`config.mk`:
```
export PLATFORM = sky130hd
export DESIGN_NAME = dcp_prio_ctrl
export DESIGN_NICKNAME = d
export VERILOG_FILES = /design/src/pkg/dcp_pkg.sv /design/src/dcp_prio_arbiter.sv /design/src/dcp_prio_ctrl.sv
export SDC_FILE = /design/constraint.sdc
export NUM_CORES = 1
export LEC_CHECK = 0
export BUFFER_PORTS_ARGS = -buffer_cell sky130_fd_sc_hd__clkbuf_2
export CORE_MARGIN = 2
export CORE_UTILIZATION = 45
export CTS_BUF_LIST = sky130_fd_sc_hd__clkbuf_4 sky130_fd_sc_hd__clkbuf_8
export CTS_CLUSTER_DIAMETER = 50
export DETAILED_ROUTE_END_ITERATION = 12
export GPL_ROUTABILITY_DRIVEN = 0
export PLACE_DENSITY_LB_ADDON = 0.08
export SYNTH_ARGS = -nofsm -noshare
export SYNTH_HDL_FRONTEND = slang
export SYNTH_SLANG_ARGS = --single-unit
```
`constraint.sdc`:
```
create_clock -name clk_sys -period 2.5 [get_ports clk_sys]
set_input_delay 0.5 -clock clk_sys [delete_from_list [all_inputs] [get_ports clk_sys]]
set_output_delay 0.5 -clock clk_sys [all_outputs]
set_load 0.01 [all_outputs]
```
`src/pkg/dcp_pkg.sv`:
```
// Package: register map, field layout and shared types of the channel priority control block
package dcp_pkg;

  // ----------------------------------------------------------------
  // Bus geometry
  // ----------------------------------------------------------------
  localparam int DCP_DATA_W = 32;
  localparam int DCP_BE_W = 4;
  localparam int DCP_ADDR_W = 8;
  localparam int DCP_MAX_CH = 32;

  // ----------------------------------------------------------------
  // Register byte offsets
  // ----------------------------------------------------------------
  localparam logic [7:0] DCP_OFS_PRIO_SET = 8'h00;
  localparam logic [7:0] DCP_OFS_PRIO_CLR = 8'h04;
  localparam logic [7:0] DCP_OFS_BUS_ERR = 8'h08;
  localparam logic [7:0] DCP_OFS_IRQ_STATUS = 8'h0C;
  localparam logic [7:0] DCP_OFS_IRQ_MASK = 8'h10;

  // ----------------------------------------------------------------
  // Field positions and reset values
  // ----------------------------------------------------------------
  localparam int DCP_BUS_ERR_BIT = 0;
  localparam int DCP_IRQ_W = 2;
  localparam int DCP_IRQ_BUS_ERR_BIT = 0;
  localparam int DCP_IRQ_UNMAPPED_BIT = 1;
  localparam logic [31:0] DCP_PRIO_RST = 32'h0000_0000;
  localparam logic [31:0] DCP_ZERO_WORD = 32'h0000_0000;
  localparam logic [1:0] DCP_IRQ_RST = 2'h0;
  localparam logic [4:0] DCP_CHAN_RST = 5'h00;

  // ----------------------------------------------------------------
  // Types
  // ----------------------------------------------------------------
  typedef enum logic {
    DCP_BUS_IDLE,
    DCP_BUS_ACK
  } dcp_bus_state_t;

  typedef struct packed {
    logic write;
    logic [DCP_ADDR_W-1:0] address;
    logic [DCP_DATA_W-1:0] writedata;
    logic [DCP_BE_W-1:0] byteenable;
  } dcp_bus_req_t;

  typedef struct packed {
    logic valid;
    logic [4:0] chan;
  } dcp_grant_t;

endpackage

```
`src/dcp_prio_arbiter.sv`:
```
// Arbiter choosing one requesting DMA channel from request and priority vectors
`timescale 1ns/1ps
`default_nettype none

module dcp_prio_arbiter #(
  parameter int NUM_CH = 32
) (
  input wire logic [NUM_CH-1:0] chanReq,
  input wire logic [NUM_CH-1:0] chanHigh,
  output dcp_pkg::dcp_grant_t grant
);

  // ----------------------------------------------------------------
  // Elaboration check
  // ----------------------------------------------------------------
  if (NUM_CH < 1 || NUM_CH > dcp_pkg::DCP_MAX_CH) begin : gBadCh
    $error("NUM_CH out of range");
  end

  // ----------------------------------------------------------------
  // Two-level fixed priority
  // ----------------------------------------------------------------
  logic [NUM_CH-1:0] highReq;
  logic [NUM_CH-1:0] pickVec;

  assign highReq = chanReq & chanHigh;
  // High-priority requesters hide normal ones entirely
  assign pickVec = (|highReq) ? highReq : chanReq;

  always_comb begin
    grant.valid = 1'b0;
    grant.chan = dcp_pkg::DCP_CHAN_RST;
    // Scan downward so the lowest number wins the tie
    for (int i = NUM_CH - 1; i >= 0; i--) begin
      if (pickVec[i]) begin
        grant.valid = 1'b1;
        grant.chan = 5'(i);
      end
    end
  end

endmodule

`default_nettype wire

```
`src/dcp_prio_ctrl.sv`:
```
// Top: channel priority registers, bus error flag, interrupt logic and arbiter hookup
//
// Summary of operation
// - Writing one to a priority-set bit makes that channel high priority.
// - Zeros written to the priority-set register leave priorities unchanged.
// - Reading priority-set returns each channel's priority, one high, zero normal.
// - Bit n of both priority registers maps to channel n, channels 0 to 31.
// - Writing one to a priority-clear bit returns that channel to normal priority.
// - Zeros written to the priority-clear register have no effect.
// - Bus-error bit0 shows pending error, write one clears, upper bits read zero.
//
// The Avalon-MM register port and the register addresses are this design's own decisions.
`timescale 1ns/1ps
`default_nettype none

module dcp_prio_ctrl #(
  parameter int NUM_CH = 32
) (
  input wire logic clk_sys,
  input wire logic rst_n,
  input wire logic clkEn,
  // Avalon-MM slave
  input wire logic [dcp_pkg::DCP_ADDR_W-1:0] address,
  input wire logic read,
  input wire logic write,
  input wire logic [dcp_pkg::DCP_DATA_W-1:0] writedata,
  input wire logic [dcp_pkg::DCP_BE_W-1:0] byteenable,
  output logic [dcp_pkg::DCP_DATA_W-1:0] readdata,
  output logic waitrequest,
  // Channel side
  input wire logic [NUM_CH-1:0] chanReq,
  input wire logic busErrEvent,
  output logic [NUM_CH-1:0] chanHighPrio,
  output logic grantValid,
  output logic [4:0] grantChan,
  output logic irq
);

  // ----------------------------------------------------------------
  // Elaboration check
  // ----------------------------------------------------------------
  if (NUM_CH < 1 || NUM_CH > dcp_pkg::DCP_MAX_CH) begin : gBadCh
    $error("NUM_CH must lie between 1 and 32");
  end

  // ----------------------------------------------------------------
  // Declarations
  // ----------------------------------------------------------------
  dcp_pkg::dcp_bus_state_t busState;
  dcp_pkg::dcp_bus_req_t busReq;
  dcp_pkg::dcp_grant_t arbGrant;
  logic [dcp_pkg::DCP_DATA_W-1:0] wrMask;
  logic [dcp_pkg::DCP_DATA_W-1:0] wrBits;
  logic [dcp_pkg::DCP_DATA_W-1:0] next_readdata;
  logic [dcp_pkg::DCP_DATA_W-1:0] prioWord;
  logic [NUM_CH-1:0] prioSetBits;
  logic [NUM_CH-1:0] prioClrBits;
  logic busErrPending;
  logic [dcp_pkg::DCP_IRQ_W-1:0] irqStatus;
  logic [dcp_pkg::DCP_IRQ_W-1:0] irqMask;
  logic [dcp_pkg::DCP_IRQ_W-1:0] irqEvents;
  logic [dcp_pkg::DCP_IRQ_W-1:0] irqClr;
  logic [dcp_pkg::DCP_IRQ_W-1:0] next_irqStatus;
  logic newReq;
  logic doWrite;
  logic hitPrioSet;
  logic hitPrioClr;
  logic hitBusErr;
  logic hitIrqStatus;
  logic hitIrqMask;
  logic hitAny;
  logic reqHit;
  logic busErrClr;

  // ----------------------------------------------------------------
  // Bus request capture and handshake
  // ----------------------------------------------------------------
  // A request is taken in idle and answered one edge later. The write
  // lands at the very edge where the master sees waitrequest low, so a
  // held request is never applied twice.
  assign newReq = (busState == dcp_pkg::DCP_BUS_IDLE) && (read || write);
  assign doWrite = (busState == dcp_pkg::DCP_BUS_ACK) && busReq.write;

  always_ff @(posedge clk_sys or negedge rst_n) begin
    if (!rst_n) begin
      busState <= dcp_pkg::DCP_BUS_IDLE;
      waitrequest <= 1'b1;
    end else if (clkEn) begin
      case (busState)
        dcp_pkg::DCP_BUS_IDLE: begin
          if (read || write) begin
            busState <= dcp_pkg::DCP_BUS_ACK;
            waitrequest <= 1'b0;
          end
        end
        dcp_pkg::DCP_BUS_ACK: begin
          busState <= dcp_pkg::DCP_BUS_IDLE;
          waitrequest <= 1'b1;
        end
        default: begin
          busState <= dcp_pkg::DCP_BUS_IDLE;
          waitrequest <= 1'b1;
        end
      endcase
    end
  end

  always_ff @(posedge clk_sys or negedge rst_n) begin
    if (!rst_n) begin
      busReq <= '0;
    end else if (clkEn && newReq) begin
      busReq.write <= write;
      busReq.address <= address;
      busReq.writedata <= writedata;
      busReq.byteenable <= byteenable;
    end
  end

  // ----------------------------------------------------------------
  // Address decode
  // ----------------------------------------------------------------
  assign hitPrioSet = (busReq.address == dcp_pkg::DCP_OFS_PRIO_SET);
  assign hitPrioClr = (busReq.address == dcp_pkg::DCP_OFS_PRIO_CLR);
  assign hitBusErr = (busReq.address == dcp_pkg::DCP_OFS_BUS_ERR);
  assign hitIrqStatus = (busReq.address == dcp_pkg::DCP_OFS_IRQ_STATUS);
  assign hitIrqMask = (busReq.address == dcp_pkg::DCP_OFS_IRQ_MASK);
  assign hitAny = hitPrioSet | hitPrioClr | hitBusErr | hitIrqStatus | hitIrqMask;

  // Byte lanes that are not enabled write nothing
  for (genvar b = 0; b < dcp_pkg::DCP_BE_W; b++) begin : gLane
    assign wrMask[8*b +: 8] = {8{busReq.byteenable[b]}};
  end
  assign wrBits = busReq.writedata & wrMask;

  // ----------------------------------------------------------------
  // Channel priority state
  // ----------------------------------------------------------------
  // Only ones act; zero bits select nothing
  assign prioSetBits = (doWrite && hitPrioSet) ? wrBits[NUM_CH-1:0] : '0;
  assign prioClrBits = (doWrite && hitPrioClr) ? wrBits[NUM_CH-1:0] : '0;

  // Bit n steers channel n only
  for (genvar c = 0; c < NUM_CH; c++) begin : gChan
    always_ff @(posedge clk_sys or negedge rst_n) begin
      if (!rst_n) begin
        chanHighPrio[c] <= dcp_pkg::DCP_PRIO_RST[c];
      end else if (clkEn) begin
        if (prioSetBits[c]) begin
          chanHighPrio[c] <= 1'b1;
        end else if (prioClrBits[c]) begin
          chanHighPrio[c] <= 1'b0;
        end
      end
    end
  end

  // Channels NUM_CH and above read as normal priority
  always_comb begin
    prioWord = dcp_pkg::DCP_ZERO_WORD;
    prioWord[NUM_CH-1:0] = chanHighPrio;
  end

  // ----------------------------------------------------------------
  // Bus error flag
  // ----------------------------------------------------------------
  assign busErrClr = doWrite && hitBusErr && wrBits[dcp_pkg::DCP_BUS_ERR_BIT];

  // A new error in the clearing cycle keeps the flag set
  always_ff @(posedge clk_sys or negedge rst_n) begin
    if (!rst_n) begin
      busErrPending <= 1'b0;
    end else if (clkEn) begin
      if (busErrEvent) begin
        busErrPending <= 1'b1;
      end else if (busErrClr) begin
        busErrPending <= 1'b0;
      end
    end
  end

  // ----------------------------------------------------------------
  // Interrupt status, mask and output
  // ----------------------------------------------------------------
  assign reqHit = doWrite || ((busState == dcp_pkg::DCP_BUS_ACK) && !busReq.write);
  always_comb begin
    irqEvents = '0;
    irqEvents[dcp_pkg::DCP_IRQ_BUS_ERR_BIT] = busErrEvent;
    irqEvents[dcp_pkg::DCP_IRQ_UNMAPPED_BIT] = reqHit && !hitAny;
  end

  assign irqClr = (doWrite && hitIrqStatus) ? wrBits[dcp_pkg::DCP_IRQ_W-1:0] : '0;
  // Set wins over clear so an event in the clearing cycle is kept
  assign next_irqStatus = (irqStatus & ~irqClr) | irqEvents;

  always_ff @(posedge clk_sys or negedge rst_n) begin
    if (!rst_n) begin
      irqStatus <= dcp_pkg::DCP_IRQ_RST;
    end else if (clkEn) begin
      irqStatus <= next_irqStatus;
    end
  end

  always_ff @(posedge clk_sys or negedge rst_n) begin
    if (!rst_n) begin
      irqMask <= dcp_pkg::DCP_IRQ_RST;
    end else if (clkEn && doWrite && hitIrqMask) begin
      irqMask <= (irqMask & ~wrMask[dcp_pkg::DCP_IRQ_W-1:0])
                 | wrBits[dcp_pkg::DCP_IRQ_W-1:0];
    end
  end

  // Output is taken from the next status, so it changes at the same edge as the status and stays a clean flop
  always_ff @(posedge clk_sys or negedge rst_n) begin
    if (!rst_n) begin
      irq <= 1'b0;
    end else if (clkEn) begin
      irq <= |(next_irqStatus & irqMask);
    end
  end

  // ----------------------------------------------------------------
  // Read data
  // ----------------------------------------------------------------
  // Decode on the live address: data is latched in the same edge as the
  // request, then held for the answer edge.
  always_comb begin
    next_readdata = dcp_pkg::DCP_ZERO_WORD;
    case (address)
      dcp_pkg::DCP_OFS_PRIO_SET: begin
        next_readdata = prioWord;
      end
      dcp_pkg::DCP_OFS_PRIO_CLR: begin
        // Contents are undefined to software; zero is returned
        next_readdata = dcp_pkg::DCP_ZERO_WORD;
      end
      dcp_pkg::DCP_OFS_BUS_ERR: begin
        next_readdata[dcp_pkg::DCP_BUS_ERR_BIT] = busErrPending;
      end
      dcp_pkg::DCP_OFS_IRQ_STATUS: begin
        next_readdata[dcp_pkg::DCP_IRQ_W-1:0] = irqStatus;
      end
      dcp_pkg::DCP_OFS_IRQ_MASK: begin
        next_readdata[dcp_pkg::DCP_IRQ_W-1:0] = irqMask;
      end
      default: begin
        next_readdata = dcp_pkg::DCP_ZERO_WORD;
      end
    endcase
  end

  always_ff @(posedge clk_sys or negedge rst_n) begin
    if (!rst_n) begin
      readdata <= dcp_pkg::DCP_ZERO_WORD;
    end else if (clkEn && newReq && read) begin
      readdata <= next_readdata;
    end
  end

  // ----------------------------------------------------------------
  // Arbitration
  // ----------------------------------------------------------------
  dcp_prio_arbiter #(
    .NUM_CH(NUM_CH)
  ) uArb (
    .chanReq(chanReq),
    .chanHigh(chanHighPrio),
    .grant(arbGrant)
  );

  // Grant registered for a clean output; it lags requests by one edge
  always_ff @(posedge clk_sys or negedge rst_n) begin
    if (!rst_n) begin
      grantValid <= 1'b0;
      grantChan <= dcp_pkg::DCP_CHAN_RST;
    end else if (clkEn) begin
      grantValid <= arbGrant.valid;
      grantChan <= arbGrant.chan;
    end
  end

endmodule

`default_nettype wire

```
==> flow_metrics.env <==
export IMPL_cts_buffer_depth=2
export IMPL_start_util_pct=46.34
export IMPL_hold_class="in2async"
export IMPL_die_area_mm2=0.01338
export IMPL_numCtsBuffers=17
export IMPL_instances_no_fill=873
export IMPL_netlist_instances=475
export IMPL_clk_pin_slew_ns=0.07
export IMPL_synth_seq_area_share_pct=54.86
export IMPL_drt_iter0_markers=332
export IMPL_cts_tree="done"
export IMPL_wl_per_cell_um=19.29
export IMPL_grt_max_degree=124
export IMPL_fp_dieW_um=115.7
export IMPL_critical_path_max_stage_delay_ns=0.55
export IMPL_rsz0062_at_grt="true"
export IMPL_synthFlopType="dfrtp_1"
export IMPL_syn_to_final_growth_pct=35.06
export IMPL_syn_mean_instance_area_um2=11.82
export IMPL_slew_limit_headroom_pct=54.13
export IMPL_post_dp_cell_area_mm2=0.006984
export IMPL_chipHeight_um=115.7
export IMPL_status="completed"
export IMPL_io_pins=154
export IMPL_wl_mm=16.84
export IMPL_met1_usage_pct=37.40
export IMPL_path_cells="or4_1 -> nor2_2 -> nand4_1 -> buf_4 -> or4_1 -> mux2_1"
export IMPL_vias=4898
export IMPL_timing_hold_ws_ns=0.1384
export IMPL_hpwl_mm=12.36
export IMPL_final_common_cell="clkbuf_2"
export IMPL_r2r_slack_ns=0.10
export IMPL_antenna_left=0
export IMPL_skew_ns=0.01099
export IMPL_pwr_density_cell_mw_per_mm2=751.1
export IMPL_critPathKind="reg2reg"
export IMPL_min_period_over_period_pct=95.82
export IMPL_worstPathArrival_ns=2.72
export IMPL_yosysUniqueCellTypes=54
export IMPL_synth_edf_count=0
export IMPL_htreeDepth=4
export IMPL_nets=774
export IMPL_final_max_slew_viol_count=0
export IMPL_drv_cap=0
export IMPL_ys_warn_count=0
export IMPL_async_flop_share_pct=100.0
export IMPL_syn_num_nets=557
export IMPL_final_cell_mix="152 x clkbuf_2, 116 x dfrtp_1, 65 x a22o_1"
export IMPL_pre_cts_slack_ns=-0.06700
export IMPL_final_area_mm2=0.007581
export IMPL_vias_per_cell=5.611
export IMPL_peakVddDrop_mv=0.4699
export IMPL_grt_use_met3_pct=6.328
export IMPL_p_leak_nw=3.613
export IMPL_grt_pass1_vias=4681
export IMPL_grt_pass1_wl_mm=26.01
export IMPL_remaining_drc_errors=0
export IMPL_layout_drive_gt1_share_pct=47.52
export IMPL_grt_usage_pct=26.00
export IMPL_cp_slowest_cell="or4_1"
export IMPL_crit_top_cell="or4_1"
export IMPL_period_minus_slack_ns=2.395
export IMPL_endpoint_kind="register"
export IMPL_reg2regPathDepth=6
export IMPL_dr_pass1_iters=8
export IMPL_dp_cells=831
export IMPL_hold_viol=0
export IMPL_grt_overflow=0
export IMPL_antenna_found_initial=0
export IMPL_worst_pin_slew_ns=0.6880
export IMPL_fmax_mhz=417.5
export IMPL_busiest_layer="met2"
export IMPL_worst_slack_ns=0.1046
export IMPL_worst_skew_pair_late_latency_ns=0.45
export IMPL_port_buffers=153
export IMPL_r2r_start="busReq[36]"
export IMPL_antenna_cells=0
export IMPL_fill_cells=1053
export IMPL_clockRootBuffer="clkbuf_8"
export IMPL_netlist_area_mm2=0.005613
export IMPL_use_met2_pct=38.32
export IMPL_worstPathMaxFanout=2
export IMPL_cts_sinks=123
export IMPL_setup_worst_path_start_class="register"
export IMPL_rows=40
export IMPL_ys_seq_elements=123
export IMPL_cp_required_ns=2.82
export IMPL_core_area_mm2=0.01211
export IMPL_setup_violations=0
worst max path at each step:
stage	from	cells past startpoint	to	slack, ns
final	busReq[36]	6	register	0.10
after global routing	chanHighPrio[9]	9	grantChan[0]	-0.02
after CTS	busReq[36]	8	chanHighPrio[22]	0.006
after detailed placement	chanReq[5]	10	grantChan[2]	-0.07
after global placement	chanReq[4]	10	grantValid	-0.02
after floorplan	chanReq[6]	9	grantChan[2]	0.28
power breakdown:
part           internal (W)  switching, W  leakage (nW)
Clock               0.00123      0.000786         0.230
Sequential          0.00221      0.000198          1.58
Combinational      0.000618      0.000652          1.81
Total               0.00406       0.00164          3.61
metal layers:
layer  up-vias  routed length [µm]
met1      2414                7703
met5         -                   0
met3        34                1153
met2       200                7554
met4         0                 432
li1       2250                   -
cells by family (layout without fill, tap and decap cells):
kind of cell / count (synthesis) / in the layout / synth area share, %
compound gates: 165 / 165 / 22.63
flops: 123 / 123 / 54.86
simple gates: 108 / 108 / 9.965
mux: 50 / 50 / 9.964
buf+inv: 29 / 259 / 2.586
area by class of cell:
class	count	area, µm²	share of cell area [%]
Clock buffer	20	262.8	3.466
Timing Repair Buffer	222	1370	18.07
Sequential cell	123	3087	40.72
Clock inverter	12	193.9	2.558
Multi-Input combinational cell	323	2439	32.17
Tap cell	168	210.2	2.773
Inverter	5	18.77	0.2476
state kept, by name (all words and copies together), names as in the netlist, 2 cells and up, named ones only:
name,cells
busReq,45
chanHighPrio,32
readdata,32
grantChan,5
irqStatus,2
stage by stage:
step	total power, W	setup TNS [ns]	utilization (%)
finish	0.005694	0	62.59
detailed placement	0.003585	-0.2898	57.67
global placement	0.003545	-0.02211	57.67
global route	0.005963	-0.02173	62.59
CTS	0.005598	0	61.47
floorplan	0.003118	0	-
what timing repair did:
item / CTS / global route
pin swaps: 0 / 5
setup endpoints to repair: 7 / 30
gates cloned: 0 / 1
resized for setup: 3 / 24
hold buffers: 0 / 0
buffers inserted: 0 / 9
critical path, delay by kind of cell (launching register included):
kind,cells,cell delay [ns]
buf+inv,1,0.18
mux,1,0.34
simple gates,4,1.40
flops,1,0.37
synth_stat cells, types with 2 or more instances:
cell	instances	area, µm²
and2_1	7	43.79
o21a_1	8	60.06
nand3_1	4	20.02
mux2i_1	3	30.03
inv_1	5	18.77
o31ai_1	4	30.03
a22oi_1	14	105.1
dfrtp_1	122	3053
o21ai_0	24	120.1
nand2_1	48	180.2
mux2_1	2	22.52
o21ai_1	15	75.07
nand4_1	11	68.82
buf_2	8	40.04
a211oi_1	2	15.01
and4_1	3	26.28
a22oi_2	4	50.05
buf_1	2	7.510
o2111ai_1	3	26.28
o211ai_1	2	15.01
o41ai_1	2	17.52
nand4b_1	2	17.52
a31oi_1	2	12.51
or4_1	4	30.03
a21o_1	3	22.52
clkbuf_1	11	41.29
nor2_1	15	56.30
o21ai_2	2	17.52
nor3_1	4	20.02
a2bb2oi_1	2	17.52
buf_6	2	22.52
a21oi_1	5	25.02
mux2_2	45	506.7
a22o_1	65	569.3
Power figures use the tool's default switching activity.
